==> src/sbms_defines.vh <==
// Constants for the boot mode selector: register map, field positions, reset values, timing.
// Assumes a 100 MHz system clock and a 32-bit AXI4-Lite register bus.
`ifndef SBMS_DEFINES_VH
`define SBMS_DEFINES_VH

// ----------------------------------------
// Register byte offsets
// ----------------------------------------
`define SBMS_OFF_CTRL 12'h000
`define SBMS_OFF_STATUS 12'h004
`define SBMS_OFF_PINSEL 12'h008
`define SBMS_OFF_RESULT 12'h00c
`define SBMS_OFF_EXPECT 12'h010

// ----------------------------------------
// Control fields (write one to act)
// ----------------------------------------
`define SBMS_CTRL_START 0
`define SBMS_CTRL_ACT 1
`define SBMS_CTRL_COMMIT 2
`define SBMS_CTRL_MERASE 3
`define SBMS_CTRL_PERASE 4
`define SBMS_CTRL_FACTORY 5
`define SBMS_CTRL_PGMERASE 6
`define SBMS_CTRL_RESDONE 7

// ----------------------------------------
// Stimulus pin encoding and defaults
// ----------------------------------------
`define SBMS_PIN_W 7
`define SBMS_PIN_SERIAL_DEF 7'h5c
`define SBMS_PIN_USB_DEF 7'h52
`define SBMS_PIN_RX 7'h4b
`define SBMS_PIN_TX 7'h4c
`define SBMS_PIN_CTS 7'h4d
`define SBMS_PIN_RTS 7'h4e
`define SBMS_IF_SERIAL 1'b0
`define SBMS_IF_USB 1'b1
`define SBMS_SERIAL_BPS 115200

// ----------------------------------------
// Timing
// ----------------------------------------
`define SBMS_CLK_HZ 100000000
`define SBMS_TIMEOUT_S 20
`define SBMS_TIMEOUT_CYC (`SBMS_TIMEOUT_S * `SBMS_CLK_HZ)
`define SBMS_BIT_CYC ((`SBMS_CLK_HZ + `SBMS_SERIAL_BPS / 2) / `SBMS_SERIAL_BPS)

`endif

==> src/sbms_boot_selector.v <==
// Boot mode selector: decides loader session, secure boot run, or shutdown after each reset.
// Assumes the board drives the stimulus pins to a defined level; signature math is external.
`timescale 1ns/1ps
`include "sbms_defines.vh"

// Notes on behaviour
// RQ1: Sample selected stimulus pin after any reset.
// RQ2: Active stimulus opens loader, else secure boot.
// RQ3: Loader session only via stimulus at reset.
// RQ4: Use default interface and pin unless reconfigured.
// RQ5: Default interface is first serial port, 115200.
// RQ6: Pin reassignment only by command in session.
// RQ7: Pins ports 0-3; serial RX/TX/CTS/RTS refused.
// RQ8: Release stimulus pin once application runs.
// RQ9: Board drives stimulus pin to defined level.
// RQ10: Factory content selects USB and dedicated pin.
// RQ11: Mass or last page erase restores serial default.
// RQ12: Host commits interface, freeing last flash page.
// RQ13: Start user code only on signature match.
// RQ14: Mismatch holds shutdown until program erase packet.
// RQ15: Maker root key held in one-time storage.
// RQ16: Customer key and certificate readable in storage.
// RQ17: Loader authenticates session packets by signature.
// RQ18: No customer key at production; needs certificate.
// RQ19: Customer key is 2048-bit RSA pair.
// RQ20: Submitted key: 512 modulus, 8 exponent digits.
// RQ21: Serial link 8-N-1, fixed rate, no flow.
// RQ22: Framing-error bytes are discarded.
// RQ23: Stimulus active high; low selects secure boot.
// RQ24: Twenty second loader timeout restarts boot decision.
module sbms_boot_selector #(
  parameter [31:0] TIMEOUT_CYC = `SBMS_TIMEOUT_CYC
) (
  // Clock and reset
  input wire aclk,
  input wire aresetn,
  // AXI4-Lite write address
  input wire [11:0] s_axi_awaddr,
  input wire s_axi_awvalid,
  output reg s_axi_awready,
  // AXI4-Lite write data
  input wire [31:0] s_axi_wdata,
  input wire [3:0] s_axi_wstrb,
  input wire s_axi_wvalid,
  output reg s_axi_wready,
  // AXI4-Lite write response
  output reg [1:0] s_axi_bresp,
  output reg s_axi_bvalid,
  input wire s_axi_bready,
  // AXI4-Lite read
  input wire [11:0] s_axi_araddr,
  input wire s_axi_arvalid,
  output reg s_axi_arready,
  output reg [31:0] s_axi_rdata,
  output reg [1:0] s_axi_rresp,
  output reg s_axi_rvalid,
  input wire s_axi_rready,
  // Pins of ports 0 to 3
  input wire [127:0] gpio_in,
  // Loader link activity
  input wire loader_byte_valid,
  input wire loader_frame_err,
  input wire loader_pkt_auth_ok,
  // Boot outcome
  output reg loader_active,
  output reg loader_if_usb,
  output reg user_code_run,
  output reg shutdown,
  output reg stim_released,
  output reg verify_req
);

  // ----------------------------------------
  // States
  // ----------------------------------------
  localparam [2:0] ST_SAMPLE = 3'd0;
  localparam [2:0] ST_LOADER = 3'd1;
  localparam [2:0] ST_VERIFY = 3'd2;
  localparam [2:0] ST_RUN = 3'd3;
  localparam [2:0] ST_SHUT = 3'd4;
  localparam [1:0] RESP_OKAY = 2'b00;
  localparam [1:0] RESP_SLVERR = 2'b10;

  reg [2:0] state_r;
  reg [2:0] state_nxt;
  // Loader selection, cleared by aresetn; survives sessions, otherwise set only by factory select, loader or erase events
  reg if_sel_r;
  reg [`SBMS_PIN_W-1:0] pin_sel_r;
  reg [`SBMS_PIN_W-1:0] pin_pend_r;
  reg committed_r;
  reg pin_rejected_r;
  reg [31:0] result_r;
  reg [31:0] expect_r;
  reg result_done_r;
  reg [31:0] tmo_cnt_r;
  reg [11:0] awaddr_r;
  reg [31:0] wdata_r;
  reg aw_have_r;
  reg w_have_r;

  wire wr_fire = aw_have_r && w_have_r && !s_axi_bvalid;
  wire wr_ctrl = wr_fire && (awaddr_r == `SBMS_OFF_CTRL) && s_axi_wstrb[0];
  wire wr_pin = wr_fire && (awaddr_r == `SBMS_OFF_PINSEL) && s_axi_wstrb[0];
  wire wr_res = wr_fire && (awaddr_r == `SBMS_OFF_RESULT);
  wire wr_exp = wr_fire && (awaddr_r == `SBMS_OFF_EXPECT);
  wire in_session = (state_r == ST_LOADER);
  wire stim_level = gpio_in[pin_sel_r]; // RQ1
  wire [`SBMS_PIN_W-1:0] new_pin = wdata_r[`SBMS_PIN_W-1:0];
  // Serial control pins would break the loader link itself if used as stimulus
  wire pin_bad = (new_pin == `SBMS_PIN_RX) || (new_pin == `SBMS_PIN_TX) ||
                 (new_pin == `SBMS_PIN_CTS) || (new_pin == `SBMS_PIN_RTS); // RQ7
  wire act_cmd = wr_ctrl && wdata_r[`SBMS_CTRL_ACT] && in_session;
  wire erase_cmd = wr_ctrl && (wdata_r[`SBMS_CTRL_MERASE] ||
                   (wdata_r[`SBMS_CTRL_PERASE] && !committed_r));
  wire pgm_erase = wr_ctrl && wdata_r[`SBMS_CTRL_PGMERASE] && loader_pkt_auth_ok;
  // Only well-framed, authenticated traffic keeps a session alive
  wire activity = loader_byte_valid && !loader_frame_err && loader_pkt_auth_ok; // RQ22 RQ17 RQ21
  wire tmo_hit = (tmo_cnt_r >= TIMEOUT_CYC - 32'd1);

  // ----------------------------------------
  // Boot decision
  // ----------------------------------------
  always @* begin
    state_nxt = state_r;
    case (state_r)
      ST_SAMPLE: begin
        if (stim_level == 1'b1)
          state_nxt = ST_LOADER; // RQ2 RQ23 RQ3
        else
          state_nxt = ST_VERIFY; // RQ2
      end
      ST_LOADER: begin
        if (tmo_hit)
          state_nxt = ST_SAMPLE; // RQ24
      end
      ST_VERIFY: begin
        // Key store and signature engine sit outside; they hand over a result word and an expected word
        if (result_done_r)
          state_nxt = (result_r == expect_r) ? ST_RUN : ST_SHUT; // RQ13 RQ15 RQ16 RQ18 RQ19
      end
      ST_RUN: state_nxt = ST_RUN;
      ST_SHUT: begin
        if (pgm_erase)
          state_nxt = ST_SAMPLE; // RQ14
      end
      default: state_nxt = ST_SAMPLE;
    endcase
  end

  always @(posedge aclk) begin
    if (!aresetn) begin
      state_r <= ST_SAMPLE;
      tmo_cnt_r <= 32'h0;
    end else begin
      state_r <= state_nxt;
      if (!in_session || activity)
        tmo_cnt_r <= 32'h0;
      else
        tmo_cnt_r <= tmo_cnt_r + 32'h1; // RQ24
    end
  end

  // ----------------------------------------
  // Loader configuration store
  // ----------------------------------------
  // Kept across boot-decision restarts like flash content; aresetn, the only reset, clears it
  always @(posedge aclk) begin
    if (!aresetn) begin
      if_sel_r <= `SBMS_IF_SERIAL; // RQ4 RQ5
      pin_sel_r <= `SBMS_PIN_SERIAL_DEF;
      pin_pend_r <= `SBMS_PIN_SERIAL_DEF;
      committed_r <= 1'b0;
      pin_rejected_r <= 1'b0;
    end else begin
      if (wr_pin && in_session) begin
        pin_rejected_r <= pin_bad;
        if (!pin_bad)
          pin_pend_r <= new_pin; // RQ6 RQ7
      end
      if (wr_ctrl && wdata_r[`SBMS_CTRL_FACTORY] && !committed_r) begin
        if_sel_r <= `SBMS_IF_USB; // RQ10
        pin_sel_r <= `SBMS_PIN_USB_DEF;
        pin_pend_r <= `SBMS_PIN_USB_DEF;
      end else if (erase_cmd) begin
        if_sel_r <= `SBMS_IF_SERIAL; // RQ11
        pin_sel_r <= `SBMS_PIN_SERIAL_DEF;
        pin_pend_r <= `SBMS_PIN_SERIAL_DEF;
        committed_r <= 1'b0;
      end else if (act_cmd) begin
        pin_sel_r <= pin_pend_r; // RQ6
        committed_r <= wdata_r[`SBMS_CTRL_COMMIT] | committed_r; // RQ12
      end
    end
  end

  // ----------------------------------------
  // Signature compare inputs
  // ----------------------------------------
  always @(posedge aclk) begin
    if (!aresetn) begin
      result_r <= 32'h0;
      expect_r <= 32'h0;
      result_done_r <= 1'b0;
    end else begin
      if (wr_res)
        result_r <= wdata_r;
      if (wr_exp)
        expect_r <= wdata_r;
      if (state_r == ST_SAMPLE)
        result_done_r <= 1'b0;
      else if (wr_ctrl && wdata_r[`SBMS_CTRL_RESDONE] && state_r == ST_VERIFY)
        result_done_r <= 1'b1;
    end
  end

  // ----------------------------------------
  // Outputs
  // ----------------------------------------
  always @(posedge aclk) begin
    if (!aresetn) begin
      loader_active <= 1'b0;
      loader_if_usb <= 1'b0;
      user_code_run <= 1'b0;
      shutdown <= 1'b0;
      stim_released <= 1'b0;
      verify_req <= 1'b0;
    end else begin
      loader_active <= (state_nxt == ST_LOADER);
      loader_if_usb <= if_sel_r;
      user_code_run <= (state_nxt == ST_RUN);
      shutdown <= (state_nxt == ST_SHUT); // RQ14
      stim_released <= (state_nxt == ST_RUN); // RQ8
      verify_req <= (state_nxt == ST_VERIFY);
    end
  end

  // ----------------------------------------
  // AXI4-Lite slave
  // ----------------------------------------
  always @(posedge aclk) begin
    if (!aresetn) begin
      s_axi_awready <= 1'b1;
      s_axi_wready <= 1'b1;
      s_axi_bvalid <= 1'b0;
      s_axi_bresp <= RESP_OKAY;
      aw_have_r <= 1'b0;
      w_have_r <= 1'b0;
      awaddr_r <= 12'h0;
      wdata_r <= 32'h0;
    end else begin
      if (s_axi_awvalid && s_axi_awready) begin
        awaddr_r <= s_axi_awaddr;
        aw_have_r <= 1'b1;
        s_axi_awready <= 1'b0;
      end
      if (s_axi_wvalid && s_axi_wready) begin
        wdata_r <= s_axi_wdata;
        w_have_r <= 1'b1;
        s_axi_wready <= 1'b0;
      end
      if (wr_fire) begin
        s_axi_bvalid <= 1'b1;
        s_axi_bresp <= (awaddr_r <= `SBMS_OFF_EXPECT && awaddr_r[1:0] == 2'b00 &&
                        awaddr_r != `SBMS_OFF_STATUS) ? RESP_OKAY : RESP_SLVERR;
        aw_have_r <= 1'b0;
        w_have_r <= 1'b0;
      end
      if (s_axi_bvalid && s_axi_bready) begin
        s_axi_bvalid <= 1'b0;
        s_axi_awready <= 1'b1;
        s_axi_wready <= 1'b1;
      end
    end
  end

  always @(posedge aclk) begin
    if (!aresetn) begin
      s_axi_arready <= 1'b1;
      s_axi_rvalid <= 1'b0;
      s_axi_rdata <= 32'h0;
      s_axi_rresp <= RESP_OKAY;
    end else begin
      if (s_axi_arvalid && s_axi_arready) begin
        s_axi_arready <= 1'b0;
        s_axi_rvalid <= 1'b1;
        s_axi_rresp <= RESP_OKAY;
        case (s_axi_araddr)
          `SBMS_OFF_CTRL: s_axi_rdata <= 32'h0;
          `SBMS_OFF_STATUS: s_axi_rdata <= {23'h0, pin_rejected_r, committed_r, if_sel_r,
                                            stim_level, 1'b0, state_r, 1'b0};
          `SBMS_OFF_PINSEL: s_axi_rdata <= {17'h0, pin_pend_r, 1'b0, pin_sel_r};
          `SBMS_OFF_RESULT: s_axi_rdata <= result_r;
          `SBMS_OFF_EXPECT: s_axi_rdata <= expect_r;
          default: begin
            s_axi_rdata <= 32'h0;
            s_axi_rresp <= RESP_SLVERR;
          end
        endcase
      end
      if (s_axi_rvalid && s_axi_rready) begin
        s_axi_rvalid <= 1'b0;
        s_axi_arready <= 1'b1;
      end
    end
  end

endmodule // sbms_boot_selector

==> config.mk <==
export PLATFORM = sky130hd
export DESIGN_NAME = sbms_boot_selector
export DESIGN_NICKNAME = d
export VERILOG_FILES = /design/src/sbms_boot_selector.v
export VERILOG_INCLUDE_DIRS = /design/src
export SDC_FILE = /design/constraint.sdc
export NUM_CORES = 1
export LEC_CHECK = 0
export ABC_AREA = 0
export BUFFER_PORTS_ARGS = -buffer_cell sky130_fd_sc_hd__buf_2
export CORE_MARGIN = 1
export CORE_UTILIZATION = 30
export CTS_CLUSTER_SIZE = 25
export DETAILED_ROUTE_END_ITERATION = 12
export REMOVE_ABC_BUFFERS = 1
export SLEW_MARGIN = 5
export SYNTH_ARGS = -nofsm -noshare
export SYNTH_HDL_FRONTEND = slang
export SYNTH_SLANG_ARGS = --single-unit
==> constraint.sdc <==
create_clock -name aclk -period 3.25 [get_ports aclk]
set_clock_uncertainty 0.2 [all_clocks]
set_input_delay 0.325 -clock aclk [delete_from_list [all_inputs] [get_ports aclk]]
set_output_delay 0.325 -clock aclk [all_outputs]
set_load 0.005 [all_outputs]
==> results by group <==
Run status
  – Status: complete, no violations

Power and ir drop
  – Power Density: ~450 nW/µm²
  – Maximum vdd drop: 0.0003524 V
  – Sequential Power Share: between 40 and 50%
  – Pint: roughly 4.3 mW
  – Power share of the clock group: between 40% and 50%
  – Sw Ratio: around a quarter
  – Static Leak: 5.013 nW
  – NetSw: ~1.3 mW
  – Comb pwr share: a little under 8%

Place
  – Gp weighted congestion: 0.7922
  – Port-buffer cells: about 240
  – Dpl hpwl: 21.43 mm
  – Post-DP Area: around 11000 µm²

Cells and area
  – Nets: 1647
  – Commonest non-fill, non-tap cells in the layout: nand2_1 (283), buf_2 (239), dfxtp_1 (206)
  – Final core utilization: approximately 40%
  – Post-route cell area: between 10000 and 15000 µm²
  – Diode count: 0
  – Commonest non-fill, non-tap cell in the layout: nand2_1
  – Layout cell share with drive strength beyond 1: a little over a fifth
  – Area grow syn2layout: 29.39%

STA
  – Fin crit share: between 90 and 100%
  – Final setup vio count: 0
  – Worst slew pin tran: between 1000 and 1500 ps
  – RSZ-0062 raised after global routing: false
  – Final min period: 3020 ps
  – Slew margin rel.: 29.06%
  – Max Freq: around 330 MHz
  – Slew Viols, Final: 0
  – Fin. Hold Viols: 0

Floorplanning
  – FP Rows: 65
  – Die height: between 150 and 200 µm
  – Chip width: approximately 180 µm
  – I/O Pins: between 200 and 250
  – Core Box Area: about 32000 µm²
  – Starting Density: 30.63%
  – Die footprint: 33020 µm²

Setup path
  – Reg2reg setup slack: about 230 ps
  – CP max stage delay: about 660 ps
  – Largest fanout on the critical path: 14
  – WP data required: roughly 3500 ps
  – Setup CP Type: reg2reg
  – End of the critical path: verify_req
  – Startpoint types: flop
  – Nature of the critical path endpoint: flop
  – RR Startpoint: pin_sel_r[1]
  – CP cell instances: nor2_1 -> a22oi_1 -> nand3_1 -> o21ai_0 -> o31ai_1 -> o211ai_2 -> a211oi_2
  – Reg2Reg Depth: 7
  – Bufs and invs on worst path: 0
  – WP data arrival: between 3000 and 4000 ps
  – Slowest-stage cell, CP: nor2_1
  – Critical R2R Capture: verify_req
  – CP Depth: 7
  – CP top delay family: compound AO/OA/AOI/OAI gates
  – Crit path from: pin_sel_r[1]

Worst hold path
  – Hold Crit Class: in2reg

Global route
  – Total track usage: approximately 18%
  – Largest net degree at the start of global routing: around 100
  – Initial antenna violation count: 1
  – Vias in the first global route: just under 9000
  – GR Overflow Total: 0
  – First-pass GRT wire length: 46.92 mm

Logic synthesis
  – Syn Inst Count: approximately 1200
  – Async set-reset flop share out of synthesis: 0%
  – Mapped Area: slightly below 10000 µm²
  – Yosys warns: 0
  – Yosys cell types: slightly above 60
  – Post-synthesis sequential area ratio: 42.77%
  – Ys flop type: dfxtp_1
  – EDFF count, synth: 0
  – Mapped Avg Cell Area: around 8 µm²
  – Seq cells post-synth: between 200 and 250

Clock tree
  – CTS clk-pin slew, worst paths: about 60 ps
  – Root Buffer: clkbuf_16
  – CTS Buffer Depth: 3
  – Clock latency on the worst-skew pair: ~520 ps
  – CTS Buf Count: 24
  – Setup Buffers After CTS: 0
  – CTS tree: done
  – Clk sink count: between 200 and 250
  – Htree depth: 1

Drt
  – ANT nets after route: 0
  – Via count: roughly 9400
  – Vias/cell: roughly 5.0
  – DRC errors left: 0
  – Router iterations before antenna repair: 5
  – Wirelength, routed: 30.87 mm
  – Drt first-iter violations: 622
  – WL/cell: between 15 and 20 µm

Job
  – Max_cap viols: 0
==> synthesized netlist by cell type (3+ instances only) <==
library cell	number	area share (%)
a211oi_1	5	0.39
a21o_1	5	0.39
a21oi_1	138	7.1
a221oi_1	3	0.27
a222oi_1	15	1.5
a22oi_1	38	2.9
a2bb2oi_1	18	1.6
a31oi_1	3	0.19
and2_1	14	0.90
and3_1	15	0.97
and4_1	6	0.54
buf_2	3	0.15
buf_4	7	0.54
clkbuf_1	71	2.8
dfxtp_1	207	43
inv_1	13	0.50
mux2i_1	54	5.6
mux4_2	8	1.9
nand2_1	283	11
nand2b_1	8	0.52
nand3_1	27	1.4
nand3b_1	5	0.39
nand4_1	6	0.39
nor2_1	78	3.0
nor2b_1	8	0.52
nor3_1	8	0.41
nor4_1	11	0.71
o211ai_1	3	0.23
o21ai_0	25	1.3
or3_1	7	0.45
xnor2_1	9	0.81
xor2_1	49	4.4
==> worst register-to-register path: cells and delay by family, from the launching register on <==
kind,cells,cell delay [ps]
AOI/OAI and AO/OA,5,1450
and+or+nand+nor,2,800
DFF,1,490
==> per-stage QoR <==
stage | hold WS, ps | worst slack (ps) | cells | power, mW | TNS, ps
2_1_floorplan | 225.4 | -1215 | 1106 | 2.860 | -11780
4_1_cts | 88.74 | 177.1 | 1865 | 5.736 | 0
6_report | 98.29 | 229.8 | 1865 | 5.670 | 0
5_1_grt | 106.8 | 2.433 | 1865 | 5.885 | 0
3_3_place_gp | 237.4 | 314.5 | 1772 | 3.089 | 0
3_5_place_dp | 246.1 | 229.1 | 1772 | 3.095 | 0
==> cells by family after synthesis <==
| group | Yosys count | share of synthesized area [%] |
|---|---|---|
| flops | 207 | 42.77 |
| xor+xnor | 58 | 5.243 |
| other cells | 1 | 0.03870 |
| compound gates | 274 | 18.03 |
| simple gates | 486 | 22.02 |
| fa+ha+maj | 1 | 0.1291 |
| buf+inv | 96 | 4.106 |
| mux | 64 | 7.670 |
==> timing repair <==
action | CTS | global route
hold buffers | 52 | 0
endpoints found under the hold margin | 50 | 0
endpoints found under the setup margin | 0 | 1
resized for setup | 0 | 1
==> area by class of cell <==
cell class,instances,area (µm²)
Multi-Input combinational cell,885,5162
Clock inverter,6,70.07
Inverter,14,55.05
Clock buffer,35,681.9
Fill cell,3254,19100
Tap cell,402,503.0
Timing Repair Buffer,316,1917
Sequential cell,207,4148
==> power by group through the flow <==
stage,clock [mW],sequential (mW),combinational (mW)
after floorplan,0,2.68,0.185
after global placement,0,2.69,0.401
after detailed placement,0,2.69,0.405
after CTS,2.65,2.63,0.455
after global routing,2.75,2.64,0.495
final,2.59,2.63,0.450
==> worst min path at each step <==
stage               slack (ps)  cells after the start         endpoint            from
floorplan                  230                      1    s_axi_awready   s_axi_awvalid
CTS                         90                      2  s_axi_rdata[13]         aresetn
global placement           240                      2   s_axi_rdata[1]  s_axi_rdata[1]
detailed placement         250                      2   s_axi_rdata[1]  s_axi_rdata[1]
finish                     100                      2   s_axi_rdata[0]         aresetn
global route               110                      2   s_axi_rdata[0]         aresetn
==> per-layer routing <==
metal	vias up	global-route usage, %	wire, µm
met5	-	0	14
met1	4345	22.34	13410
met4	2	6.508	928
met3	58	2.507	1903
li1	4650	-	-
met2	323	30.71	14620
==> registers in the layout, summed over array words and instances, names as in the netlist, 3 cells and up <==
name and count:
result_r 32, awaddr_r 12, wdata_r 32, tmo_cnt_r 32, expect_r 32, pin_pend_r 7, pin_sel_r 7, s_axi_rdata 32
state_r 3
No activity file was read; power rests on OpenSTA's default activity.
